--- config.mk ---
export PLATFORM = sky130hd
export DESIGN_NAME = eri_master
export DESIGN_NICKNAME = d
export VERILOG_FILES = /design/src/eri_pkg.sv /design/src/eri_pin_sync.sv /design/src/eri_master.sv
export SDC_FILE = /design/constraint.sdc
export NUM_CORES = 1
export LEC_CHECK = 0
export BUFFER_PORTS_ARGS = -buffer_cell sky130_fd_sc_hd__buf_2
export CORE_ASPECT_RATIO = 1.1
export CORE_MARGIN = 3
export CORE_UTILIZATION = 40
export CTS_BUF_LIST = sky130_fd_sc_hd__clkbuf_8 sky130_fd_sc_hd__clkbuf_16
export DETAILED_ROUTE_END_ITERATION = 8
export SLEW_MARGIN = 10
export SYNTH_ARGS = -nofsm -noshare
export SYNTH_HDL_FRONTEND = slang
export SYNTH_SLANG_ARGS = --single-unit
--- constraint.sdc ---
create_clock -name mclk -period 7.25 [get_ports mclk]
set_clock_uncertainty 0.15 [all_clocks]
set_input_delay 0.3625 -clock mclk [delete_from_list [all_inputs] [get_ports mclk]]
set_output_delay 0.3625 -clock mclk [all_outputs]
set_load 0.01 [all_outputs]
--- src/eri_pkg.sv ---
// eri_pkg: shared constants and types for the serial eeprom ram loader
// assumes one 25 MHz main clock and a 256x8 target ram write port
package eri_pkg;

  localparam int unsigned MCLK_HZ   = 25_000_000;
  localparam int unsigned BIT_DIV   = 2;
  localparam int unsigned BIT_HZ    = MCLK_HZ / BIT_DIV;

  localparam int unsigned BYTE_W    = 8;
  localparam int unsigned WORD_W    = 8;
  localparam int unsigned BIT_MSB   = 3;
  localparam int unsigned STEP_W    = 2;

  localparam logic [7:0] CMD_WRITE  = 8'hA0;
  localparam logic [7:0] CMD_READ   = 8'hA1;
  localparam logic [7:0] START_ADDR = 8'h00;

  localparam logic [1:0] STEP_A     = 2'h0;
  localparam logic [1:0] STEP_B     = 2'h1;
  localparam logic [1:0] STEP_C     = 2'h2;

  localparam logic       RST_HALF   = 1'b0;
  localparam logic       RST_SCK    = 1'b0;
  localparam logic       RST_SDO    = 1'b1;
  localparam logic       RST_INIT   = 1'b1;
  localparam logic       RST_STROBE = 1'b1;
  localparam logic       RST_NACK   = 1'b0;
  localparam logic [2:0] RST_SYNC   = 3'h7;

  typedef enum logic [3:0] {
    ST_INIT,
    ST_DEV_W,
    ST_ADDR,
    ST_RD_CMD,
    ST_READ,
    ST_STOP,
    ST_CMD_W,
    ST_WR_ADDR,
    ST_WR_DATA
  } eri_state_t;

  typedef enum logic [2:0] {
    OP_START,
    OP_BITS,
    OP_GAP1,
    OP_ACK,
    OP_GAP2,
    OP_STOP,
    OP_IDLE
  } eri_op_t;

endpackage : eri_pkg

--- src/eri_pin_sync.sv ---
// eri_pin_sync: three-stage synchroniser for the serial data pin
// assumes the pin idles high (pulled up) and is asynchronous to mclk
`timescale 1ns/10ps
module eri_pin_sync (
  input  wire logic mclk,
  input  wire logic srst,
  input  wire logic pinIn,
  output logic      level
);
  import eri_pkg::*;

  logic [2:0] stage_q;
  logic [2:0] stage_d;
  logic       held_q;
  logic       held_d;

  // stage 0 feeds only stage 1; a change counts once stages 1 and 2 agree
  always_comb begin
    stage_d = {stage_q[1:0], pinIn};
    held_d  = (stage_q[1] == stage_q[2]) ? stage_q[2] : held_q;
    level   = held_d;
  end

  always_ff @(posedge mclk) begin
    if (srst) begin
      stage_q <= RST_SYNC;
      held_q  <= RST_SDO;
    end else begin
      stage_q <= stage_d;
      held_q  <= held_d;
    end
  end

endmodule : eri_pin_sync

--- src/eri_master.sv ---
// eri_master: two-wire master that copies a serial eeprom into a ram,
// then writes single bytes back to the eeprom on request.
// assumes an external pull-up on the data wire and a ram clocked by
// ramWriteClock; update inputs come from logic on mclk.
// Functional notes
// - bit clock is main clock divided by two
// - serial clock follows, low in gaps, high during start/stop after their first step
// - ram clock is inverted bit clock
// - reset state: start, load write command
// - send command, address, restart, load read
// - read bytes, ack until last, flag nack
// - stop, wait request, start with write
// - send command; nack returns to stop
// - send address, then data, then stop
// - state counts up, back to stop after write data or a nack in a write state, zero on reset or on a nack in an early state
// - four-bit bit counter counts per bit
// - counter top bit marks eight bits, clears
// - word counter is the ram address
// - ram write enable low during read ack
// - master drives zero ack after read bytes but last
// - high ninth bit sets not-acknowledge flag
// - nack: early states restart, later stop
// - init flag high until stop state
// - write starts on request after init
// - update read strobe after address acked, as data loads
// - data output is open drain
`timescale 1ns/10ps
module eri_master #(
  parameter int ADDR_W = eri_pkg::WORD_W
) (
  input  wire logic                       mclk,
  input  wire logic                       srst,
  input  wire logic                       serialDataIn,
  output logic                            serialDataOut,
  output logic                            serialDataOutEn,
  output logic                            serialClock,
  output logic                            ramWriteClock,
  output logic                            ramWriteEnable_n,
  output logic [ADDR_W-1:0]               ramWriteAddress,
  output logic [eri_pkg::BYTE_W-1:0]      ramWriteData,
  input  wire logic                       updateRequest,
  input  wire logic [eri_pkg::BYTE_W-1:0] updateAddress,
  input  wire logic [eri_pkg::BYTE_W-1:0] updateData,
  output logic                            updateReadEnable_n,
  output logic                            initActive
);
  import eri_pkg::*;

  localparam logic [ADDR_W-1:0] LAST_WORD = '1;

  eri_state_t          state_q;
  eri_state_t          state_d;
  eri_op_t             op_q;
  eri_op_t             op_d;
  logic [STEP_W-1:0]   step_q;
  logic [STEP_W-1:0]   step_d;
  logic [BIT_MSB:0]    bitCnt_q;
  logic [BIT_MSB:0]    bitCnt_d;
  logic [BYTE_W-1:0]   tx_q;
  logic [BYTE_W-1:0]   tx_d;
  logic [BYTE_W-1:0]   rx_q;
  logic [BYTE_W-1:0]   rx_d;
  logic [BYTE_W-1:0]   ramData_q;
  logic [BYTE_W-1:0]   ramData_d;
  logic [ADDR_W-1:0]   word_q;
  logic [ADDR_W-1:0]   word_d;
  logic                half_q;
  logic                half_d;
  logic                sck_q;
  logic                sck_d;
  logic                ramClk_q;
  logic                ramClk_d;
  logic                sdo_q;
  logic                sdo_d;
  logic                sdoEn_q;
  logic                sdoEn_d;
  logic                ramWeN_q;
  logic                ramWeN_d;
  logic                updRdN_q;
  logic                updRdN_d;
  logic                init_q;
  logic                init_d;
  logic                nack_q;
  logic                nack_d;
  logic                rxFilt;
  logic                tick;
  logic                rxMode;
  logic                goStart;
  logic                goBits;
  logic                goStop;
  logic                nackSet;
  logic [BYTE_W-1:0]   loadByte;

  eri_pin_sync u_sdiSync (
    .mclk  (mclk),
    .srst  (srst),
    .pinIn (serialDataIn),
    .level (rxFilt)
  );

  // tick is the edge on which the bit clock falls; all data line changes happen here, while in bit and ack phases the serial clock rises on the other edge
  assign tick   = half_q;
  assign rxMode = (state_q == ST_READ);

  // the synchroniser lags by about three cycles, so a bit is captured on the
  // falling tick one bit later; gap phases hold the clock low to make room
  always_comb begin
    half_d    = ~half_q;
    state_d   = state_q;
    op_d      = op_q;
    step_d    = step_q;
    bitCnt_d  = bitCnt_q;
    tx_d      = tx_q;
    rx_d      = rx_q;
    ramData_d = ramData_q;
    word_d    = word_q;
    sdo_d     = sdo_q;
    ramWeN_d  = ramWeN_q;
    updRdN_d  = RST_STROBE;
    goStart   = 1'b0;
    goBits    = 1'b0;
    goStop    = 1'b0;
    nackSet   = 1'b0;
    loadByte  = tx_q;
    if (!tick) begin
      // enable spans exactly one rising ram clock edge, away from data changes
      ramWeN_d = !(op_q == OP_ACK && rxMode);
      if (!ramWeN_q && word_q != LAST_WORD) begin
        word_d = word_q + 1'b1;
      end
    end else begin
      unique case (op_q)
        OP_START: begin
          unique case (step_q)
            STEP_A: step_d = STEP_B;
            STEP_B: begin
              sdo_d  = 1'b0;
              step_d = STEP_C;
            end
            default: begin
              goBits = 1'b1;
              if (state_q == ST_INIT) begin
                state_d = ST_DEV_W;
              end
            end
          endcase
        end
        OP_BITS: begin
          bitCnt_d = bitCnt_q + 4'h1;
          if (bitCnt_q != '0) begin
            rx_d = {rx_q[BYTE_W-2:0], rxFilt};
          end
          if (bitCnt_d[BIT_MSB]) begin
            bitCnt_d = '0;
            op_d     = OP_GAP1;
          end else if (!rxMode) begin
            sdo_d = tx_q[BYTE_W-1];
            tx_d  = {tx_q[BYTE_W-2:0], 1'b0};
          end
        end
        OP_GAP1: begin
          ramData_d = {rx_q[BYTE_W-2:0], rxFilt};
          op_d      = OP_ACK;
          if (rxMode) begin
            sdo_d   = (word_q == LAST_WORD);
            nackSet = (word_q == LAST_WORD);
          end else begin
            sdo_d = 1'b1;
          end
        end
        OP_ACK: begin
          if (!rxMode) begin
            op_d = OP_GAP2;
          end else if (nack_q) begin
            goStop = 1'b1;
          end else begin
            goBits = 1'b1;
          end
        end
        OP_GAP2: begin
          if (rxFilt) begin
            nackSet = 1'b1;
            if (state_q <= ST_RD_CMD) begin
              state_d  = ST_INIT;
              loadByte = CMD_WRITE;
              goStart  = 1'b1;
            end else begin
              goStop = 1'b1;
            end
          end else begin
            unique case (state_q)
              ST_DEV_W: begin
                state_d  = ST_ADDR;
                loadByte = START_ADDR;
                goBits   = 1'b1;
              end
              ST_ADDR: begin
                state_d  = ST_RD_CMD;
                loadByte = CMD_READ;
                goStart  = 1'b1;
              end
              ST_RD_CMD: begin
                state_d = ST_READ;
                word_d  = '0;
                goBits  = 1'b1;
              end
              ST_CMD_W: begin
                state_d  = ST_WR_ADDR;
                loadByte = updateAddress;
                goBits   = 1'b1;
              end
              ST_WR_ADDR: begin
                state_d  = ST_WR_DATA;
                loadByte = updateData;
                updRdN_d = 1'b0;
                goBits   = 1'b1;
              end
              // data byte sent; other codes cannot reach a gap
              default: goStop = 1'b1;
            endcase
          end
        end
        OP_STOP: begin
          if (step_q == STEP_A) begin
            step_d = STEP_B;
          end else begin
            sdo_d = 1'b1;
            op_d  = OP_IDLE;
          end
        end
        OP_IDLE: begin
          if (updateRequest && !init_q) begin
            state_d  = ST_CMD_W;
            loadByte = CMD_WRITE;
            goStart  = 1'b1;
          end
        end
        default: goStop = 1'b1;
      endcase
      if (goStart) begin
        op_d   = OP_START;
        step_d = STEP_A;
        sdo_d  = 1'b1;
        tx_d   = loadByte;
      end
      if (goBits) begin
        op_d     = OP_BITS;
        bitCnt_d = '0;
        if (state_d == ST_READ) begin
          sdo_d = 1'b1;
        end else begin
          sdo_d = loadByte[BYTE_W-1];
          tx_d  = {loadByte[BYTE_W-2:0], 1'b0};
        end
      end
      if (goStop) begin
        op_d    = OP_STOP;
        step_d  = STEP_A;
        sdo_d   = 1'b0;
        state_d = ST_STOP;
      end
    end
    // a fresh start clears the flag, but a nack in the same tick still wins
    nack_d = goStart ? nackSet : (nack_q | nackSet);
    unique case (op_d)
      OP_BITS, OP_ACK:  sck_d = half_d;
      OP_GAP1, OP_GAP2: sck_d = 1'b0;
      OP_START, OP_STOP: sck_d = (step_d != STEP_A);
      default:          sck_d = 1'b1;
    endcase
    ramClk_d = ~half_d;
    sdoEn_d  = ~sdo_d;
    init_d   = init_q & (state_d != ST_STOP);
  end

  always_ff @(posedge mclk) begin
    if (srst) begin
      state_q   <= ST_INIT;
      op_q      <= OP_START;
      step_q    <= STEP_A;
      bitCnt_q  <= '0;
      tx_q      <= CMD_WRITE;
      rx_q      <= '0;
      ramData_q <= '0;
      word_q    <= '0;
      half_q    <= RST_HALF;
      sck_q     <= RST_SCK;
      ramClk_q  <= ~RST_HALF;
      sdo_q     <= RST_SDO;
      sdoEn_q   <= ~RST_SDO;
      ramWeN_q  <= RST_STROBE;
      updRdN_q  <= RST_STROBE;
      init_q    <= RST_INIT;
      nack_q    <= RST_NACK;
    end else begin
      state_q   <= state_d;
      op_q      <= op_d;
      step_q    <= step_d;
      bitCnt_q  <= bitCnt_d;
      tx_q      <= tx_d;
      rx_q      <= rx_d;
      ramData_q <= ramData_d;
      word_q    <= word_d;
      half_q    <= half_d;
      sck_q     <= sck_d;
      ramClk_q  <= ramClk_d;
      sdo_q     <= sdo_d;
      sdoEn_q   <= sdoEn_d;
      ramWeN_q  <= ramWeN_d;
      updRdN_q  <= updRdN_d;
      init_q    <= init_d;
      nack_q    <= nack_d;
    end
  end

  assign serialDataOut      = sdo_q;
  assign serialDataOutEn    = sdoEn_q;
  assign serialClock        = sck_q;
  assign ramWriteClock      = ramClk_q;
  assign ramWriteEnable_n   = ramWeN_q;
  assign ramWriteAddress    = word_q;
  assign ramWriteData       = ramData_q;
  assign updateReadEnable_n = updRdN_q;
  assign initActive         = init_q;
endmodule : eri_master

After elaboration in Yosys (flattened, before gate mapping)
Cells that the tools add are included.

Register bits: 57. Output and inout port bits: 23. Logic and storage cells: 162.

Add/subtract/negate cells: 2. Magnitude comparators: 1. Eq/ne operators: 26. Multiplexer cells: 83. Bitwise gates (word level): 5. Reductions and logical operators: 26.

Operator list (count): $mux 8 (14); $mux 4 (10); $mux 1 (34); $pmux 8 s4 (1); $mux 3 (8); $pmux 4 s5 (1); $eq 4x3->1 const B (4); $pmux 8 s2 (1); $eq 3x3->1 const B (5); $eq 3x2->1 const B (4); $pmux 3 s4 (1); $pmux 4 s3 (1); $reduce_or 5->1 (2); $pmux 1 s3 (3); $add 8x1->8 const B (1); $eq 4x2->1 const B (2); $eq 8x8->1 const B (1); $mux 2 (4); $ne 8x8->1 const B (1); $pmux 2 s2 (2); $reduce_or 2->1 (4); $reduce_or 4->1 (2); $eq 3x1->1 const B (2); $logic_not 3->1 (2); other kinds (22) (33).

Longest topological paths before layout
Depth after elaboration: 12. Depth in mapped cells: 10.

By module
Synthesis repeated with hierarchy kept, for this count alone.

Cells, all modules: 388. Area total of the unflattened synthesis: 3059.2 um^2.

By module, submodules not included: eri_master (instances 1, cells an instance 379, area each 2942.8 um^2, seq. area each 1041.0 um^2); eri_pin_sync (instances 1, cells an instance 9, area each 116.4 um^2, seq. area each 80.1 um^2).

Least setup slack after synthesis
OpenSTA, ideal clock, no wires.

Path kind: reg-to-reg. From: register op_q[2]. To: register sdo_q, in the netlist serialDataOut. Arrival: 2.176 ns. Data required time: 6.978 ns. Slack: 4.802 ns. Cell stages (with the launch flop): 9. Period minus slack after synthesis: 2.448 ns. Cells stage by stage: dfxtp_1 -> buf_4 -> or3b_4 -> or4_4 -> a22oi_2 -> o31ai_2 -> buf_6 -> nand4b_4 -> a221o_1.

Word-level cells in the longest chain between the ends: 8. Elaborated cells on any way between the ends: 24. Classes of those cells: 7 x eq/ne; 15 x mux; 2 x reduce/logical.

RTL lines: start: declaration (line eri_master.sv:53) `eri_op_t op_q;`; start signal: assignment (line eri_master.sv:297) `op_q <= op_d;`; $eq 3x3->1 or $logic_not 3->1 (tied branches) (line eri_master.sv:132) `unique case (op_q)`; $pmux 4 s3 (line eri_master.sv:132); $mux 4 (line eri_master.sv:125) `if (!tick) begin`; $eq 4x3->1 (line eri_master.sv:249) `if (state_d == ST_READ) begin`; $mux 1 (line eri_master.sv:249); $mux 1 (line eri_master.sv:246) `if (goBits) begin`; $mux 1 * (line eri_master.sv:256) `if (goStop) begin`; $mux 1 * (line eri_master.sv:125); end signal: assignment (line eri_master.sv:307) `sdo_q <= sdo_d;`; end: declaration (line eri_master.sv:73) `logic sdo_q;`.

Every way passes the cells marked *; elsewhere a longest branch is shown, timed or not. The select of a mux whose other input is x is not followed. A chain may end at the register's enable or synchronous reset.

Worst setup path after layout
From: register op_q[2]. To: register tx_q[5].

Word-level cells in the longest chain between the ends: 6. Elaborated cells on any way between the ends: 17. Classes of those cells: 5 x eq/ne; 11 x mux; 1 x reduce/logical.

RTL lines: $eq 3x3->1 or $logic_not 3->1 (tied branches) (line eri_master.sv:132); $pmux 4 s3 or $pmux 1 s2 (tied branches) (line eri_master.sv:132); $mux 4 or $mux 1 (tied branches) (line eri_master.sv:125); $eq 4x3->1 or $mux 8 (tied branches) (line eri_master.sv:249, eri_master.sv:240); $mux 8 (line eri_master.sv:249); $mux 8 * (line eri_master.sv:246); end signal: assignment (line eri_master.sv:300) `tx_q <= tx_d;`; end: declaration (line eri_master.sv:59) `logic [BYTE_W-1:0] tx_q;`.

Marked as above.

==> impl_metrics.py <==
metrics = {
    "grt": {
        "pin_count_of_the_biggest_net_entering_global_routing": 48,
        "use_met2_pct": 30.35,
        "grt_pass1_vias": 2814,
        "global_route_layer_with_the_greatest_usage": "met2",
        "grt_use_total_pct": 18.45,
        "initial_antenna_violation_count": 0,
        "grt_overflow_total": 0,
        "grt_pass1_wl_um": 13900,
        "grt.met3_usage_pct": 3.480,
        "met1_grt_util_pct": 24.47,
    },
    "floorplanning": {
        "overall_die_area_um2": 9072,
        "die_width_um": 91.09,
        "placement_rows": 33,
        "start_util_pct": 41.93,
        "die_h_um": 99.60,
        "fp.coreArea_um2": 7597,
        "io-pin-count": 43,
    },
    "worst_setup_path": {
        "crit_path_cell_trace": "or4b_1 -> nor3b_2 -> a22oi_2 -> o31ai_2 -> mux2_2 -> o21ai_1",
        "cpLargestDelayFamily": "compound AO/OA/AOI/OAI gates",
        "critPathMaxStageDelay_ps": 860,
        "maximum_fanout_encountered_on_the_critical_timing_path": 18,
        "r2r_cells": 6,
        "cp.arrival_ps": 3400,
        "endpoint_required_time_on_the_critical_path_ps": 7350,
        "worstSetupPathType": "reg2reg",
        "cp_num_cells": 6,
        "cp_slowest_cell": "sky130_fd_sc_hd__o31ai_2",
        "critical_path_startpoint_category": "flip-flop",
        "kind_of_capture_point_of_the_worst_setup_path": "flip-flop",
        "timing.critical_path.buf_inv": 0,
    },
    "synth": {
        "synth.yosys.warnings": 0,
        "post_synth_main_area_contributors": "sky130_fd_sc_hd__dfxtp_1, sky130_fd_sc_hd__nor2_1, sky130_fd_sc_hd__mux2i_1, sky130_fd_sc_hd__a21oi_1, sky130_fd_sc_hd__nand2_1",
        "synth-seq-cells": 56,
        "synth_largest_area_cell": "sky130_fd_sc_hd__dfxtp_1",
        "seq_area_frac_synth_pct": 35.19,
        "synth_enable_flop_cells": 0,
        "synth-main-ff-cell": "sky130_fd_sc_hd__dfxtp_1",
        "yosys-top-cells-count": "sky130_fd_sc_hd__dfxtp_1, sky130_fd_sc_hd__nor2_1, sky130_fd_sc_hd__nand2_1, sky130_fd_sc_hd__a21oi_1, sky130_fd_sc_hd__clkbuf_1",
        "mappedNetlistArea_um2": 3186,
        "postSynthCellCount": 382,
        "synth_top_area_share_pct": 35.19,
        "post-synth-top-count-cell": "sky130_fd_sc_hd__dfxtp_1",
        "syn_area_per_cell_um2": 8.339,
        "synth-async-reset-ratio_pct": 0,
        "synth.lib_cells_used.distinct": 67,
        "syn_nets": 408,
    },
    "min_path": {
        "hold_path_class": "in2reg",
        "worstHoldPathCells": 2,
    },
    "cts": {
        "clkTransAtPathRegs_ps": 110,
        "clk_root_buffer_cell": "sky130_fd_sc_hd__clkbuf_8",
        "tritoncts": "done",
        "cts_hold_buf": 0,
        "worstSkewPairLatency_ps": 320,
        "htreeDepth": 2,
        "num_cts_buffers": 5,
        "clockBufferDepth": 2,
        "cts_sinks": 56,
        "buffers_inserted_during_post_cts_setup_optimization": 0,
        "ctsResizeCount": 0,
    },
    "timing": {
        "setup_viol": 0,
        "maxSlewHeadroom_pct": 29.23,
        "finalHoldViolations": 0,
        "timing.final.crit_period_ps": 3297,
        "timing_worst_slew_pin_value_ps": 1052,
        "period_share_pct": 45.48,
        "timing.fmax_mhz": 303.3,
        "setup_tns_ps": 0,
        "timing_max_transition_violations_final": 0,
        "rsz0062_at_grt": "no",
    },
    "cells_and_area": {
        "layoutNonFillerInstCount": 512,
        "antenna_cell_count": 0,
        "final_layout_size_suffix_gt1_share_pct": 17.69,
        "synthToLayoutAreaGrowth_pct": 10.05,
        "nNetsFinal": 432,
    },
    "power": {
        "worst_ir_drop_vdd_mv": 0.09925,
        "powerDensity_nw_per_um2": 170.7,
        "leakage_nw": 1.378,
    },
    "route": {
        "final_antenna_net_count": 0,
        "length_of_the_first_detailed_routing_pass_in_iterations": 5,
        "wl_per_cell_um": 15.85,
        "routed-via-count": 2933,
        "route.detailed.drc": 0,
        "drt-vias-per-instance": 5.729,
        "drt_wl_total_um": 8115,
        "initial_drc_count": 265,
    },
    "status": {
        "outcome": "finished clean",
    },
    "job": {
        "cap_violations": 0,
    },
    "place": {
        "numPlacedInstances": 504,
        "port-buffer-count": 42,
        "place.detailed.hpwl_um": 5739,
        "finalWeightedCongestion": 0.9509,
    },
}
## metal layers
| layer | vias to the layer above | share of wire, % |
|---|---|---|
| li1 | 1445 | - |
| met1 | 1383 | 44 |
| met2 | 94 | 48 |
| met3 | 11 | 5.8 |
| met4 | 0 | 1.5 |
| met5 | - | 0 |
## state kept, by name, summed over array words and instances, names as in the netlist
| register | flops |
|---|---|
| updateReadEnable_n | 1 |
| bitCnt_q | 3 |
| ramWriteClock | 1 |
| state_q | 4 |
| ramWriteAddress | 8 |
| serialDataOutEn | 1 |
| op_q | 3 |
| step_q | 2 |
| rx_q | 7 |
| u_sdiSync.stage_q | 3 |
| u_sdiSync.held_q | 1 |
| half_q | 1 |
| ramWriteEnable_n | 1 |
| nack_q | 1 |
| tx_q | 8 |
| ramWriteData | 8 |
| serialClock | 1 |
| serialDataOut | 1 |
| initActive | 1 |
## where the power goes
part / internal, mW / switching (mW) / leakage, nW / total (mW)
clock: 0.0708 / 0.113 / 0.0452 / 0.184
sequential: 0.316 / 0.0145 / 0.455 / 0.331
combinational: 0.0346 / 0.0492 / 0.879 / 0.0838
## area by class of cell
class / count / area [um^2]
fillers: 800 / 4091
multi-input cells: 285 / 1889
flip-flops and latches: 56 / 1121
repair buffers: 42 / 210.2
well taps: 105 / 131.4
clock buffers: 5 / 68.82
inverters: 16 / 60.06
clock inverters: 3 / 25.02
## cell families (layout without fill, tap and decap cells)
| group | after synthesis | after routing | synth area share [%] |
|---|---|---|---|
| compound gates | 106 | 106 | 24.35 |
| xor+xnor | 6 | 6 | 1.650 |
| fa+ha+maj | 7 | 7 | 2.671 |
| buf+inv | 41 | 66 | 5.499 |
| flops | 56 | 56 | 35.19 |
| mux | 18 | 18 | 5.695 |
| simple gates | 148 | 148 | 24.94 |
## per-stage QoR
step           power [mW]  instance area [um^2]  setup slack [ps]  util [%]  hold slack [ps]
6_report           0.5984                  3506              3953     46.15            62.58
5_1_grt            0.6293                  3506              3695     46.15            63.15
3_5_place_dp       0.4204                  3412              3998     44.91            249.5
4_1_cts            0.6076                  3506              3961     46.15            56.14
3_3_place_gp       0.4203                  3412              4054     44.91            243.3
2_1_floorplan      0.3972                  3186              4802         -            239.5
## path summary, 6_finish.rpt
path,slack [ps],endpoint,from
worst max register to register,3950,tx_q[5]$_SDFFE_PP1P_,op_q[2]$_SDFF_PP0_
worst max-delay path,3950,tx_q[5]$_SDFFE_PP1P_,op_q[2]$_SDFF_PP0_
worst min-delay path,60,u_sdiSync.stage_q[0]$_SDFF_PP1_,serialDataIn
worst min register to register,270,u_sdiSync.stage_q[1]$_SDFF_PP1_,u_sdiSync.stage_q[0]$_SDFF_PP1_
## layout by cell type (no fill, tap or decap), types with 5 or more instances in the layout
cell type	n
sky130_fd_sc_hd__a21oi_1	21
sky130_fd_sc_hd__inv_1	16
sky130_fd_sc_hd__or3_1	5
sky130_fd_sc_hd__nand2_1	23
sky130_fd_sc_hd__a22oi_1	8
sky130_fd_sc_hd__buf_2	42
sky130_fd_sc_hd__or2_2	7
sky130_fd_sc_hd__dfxtp_1	56
sky130_fd_sc_hd__clkbuf_8	5
sky130_fd_sc_hd__nor3_1	9
sky130_fd_sc_hd__and3_1	6
sky130_fd_sc_hd__a31oi_1	5
sky130_fd_sc_hd__ha_1	6
sky130_fd_sc_hd__o21ai_0	15
sky130_fd_sc_hd__nand2b_1	5
sky130_fd_sc_hd__nand3_1	6
sky130_fd_sc_hd__a221o_1	6
sky130_fd_sc_hd__nor4_1	7
sky130_fd_sc_hd__nor2_1	53
sky130_fd_sc_hd__mux2i_1	17
## worst register-to-register path: stages (launching register included)
cell                      delay [ps]
sky130_fd_sc_hd__dfxtp_1         680
sky130_fd_sc_hd__or4b_1          640
sky130_fd_sc_hd__nor3b_2         280
sky130_fd_sc_hd__a22oi_2         120
sky130_fd_sc_hd__o31ai_2         860
sky130_fd_sc_hd__mux2_2          420
sky130_fd_sc_hd__o21ai_1         100
(Power assumes the default switching activity.)
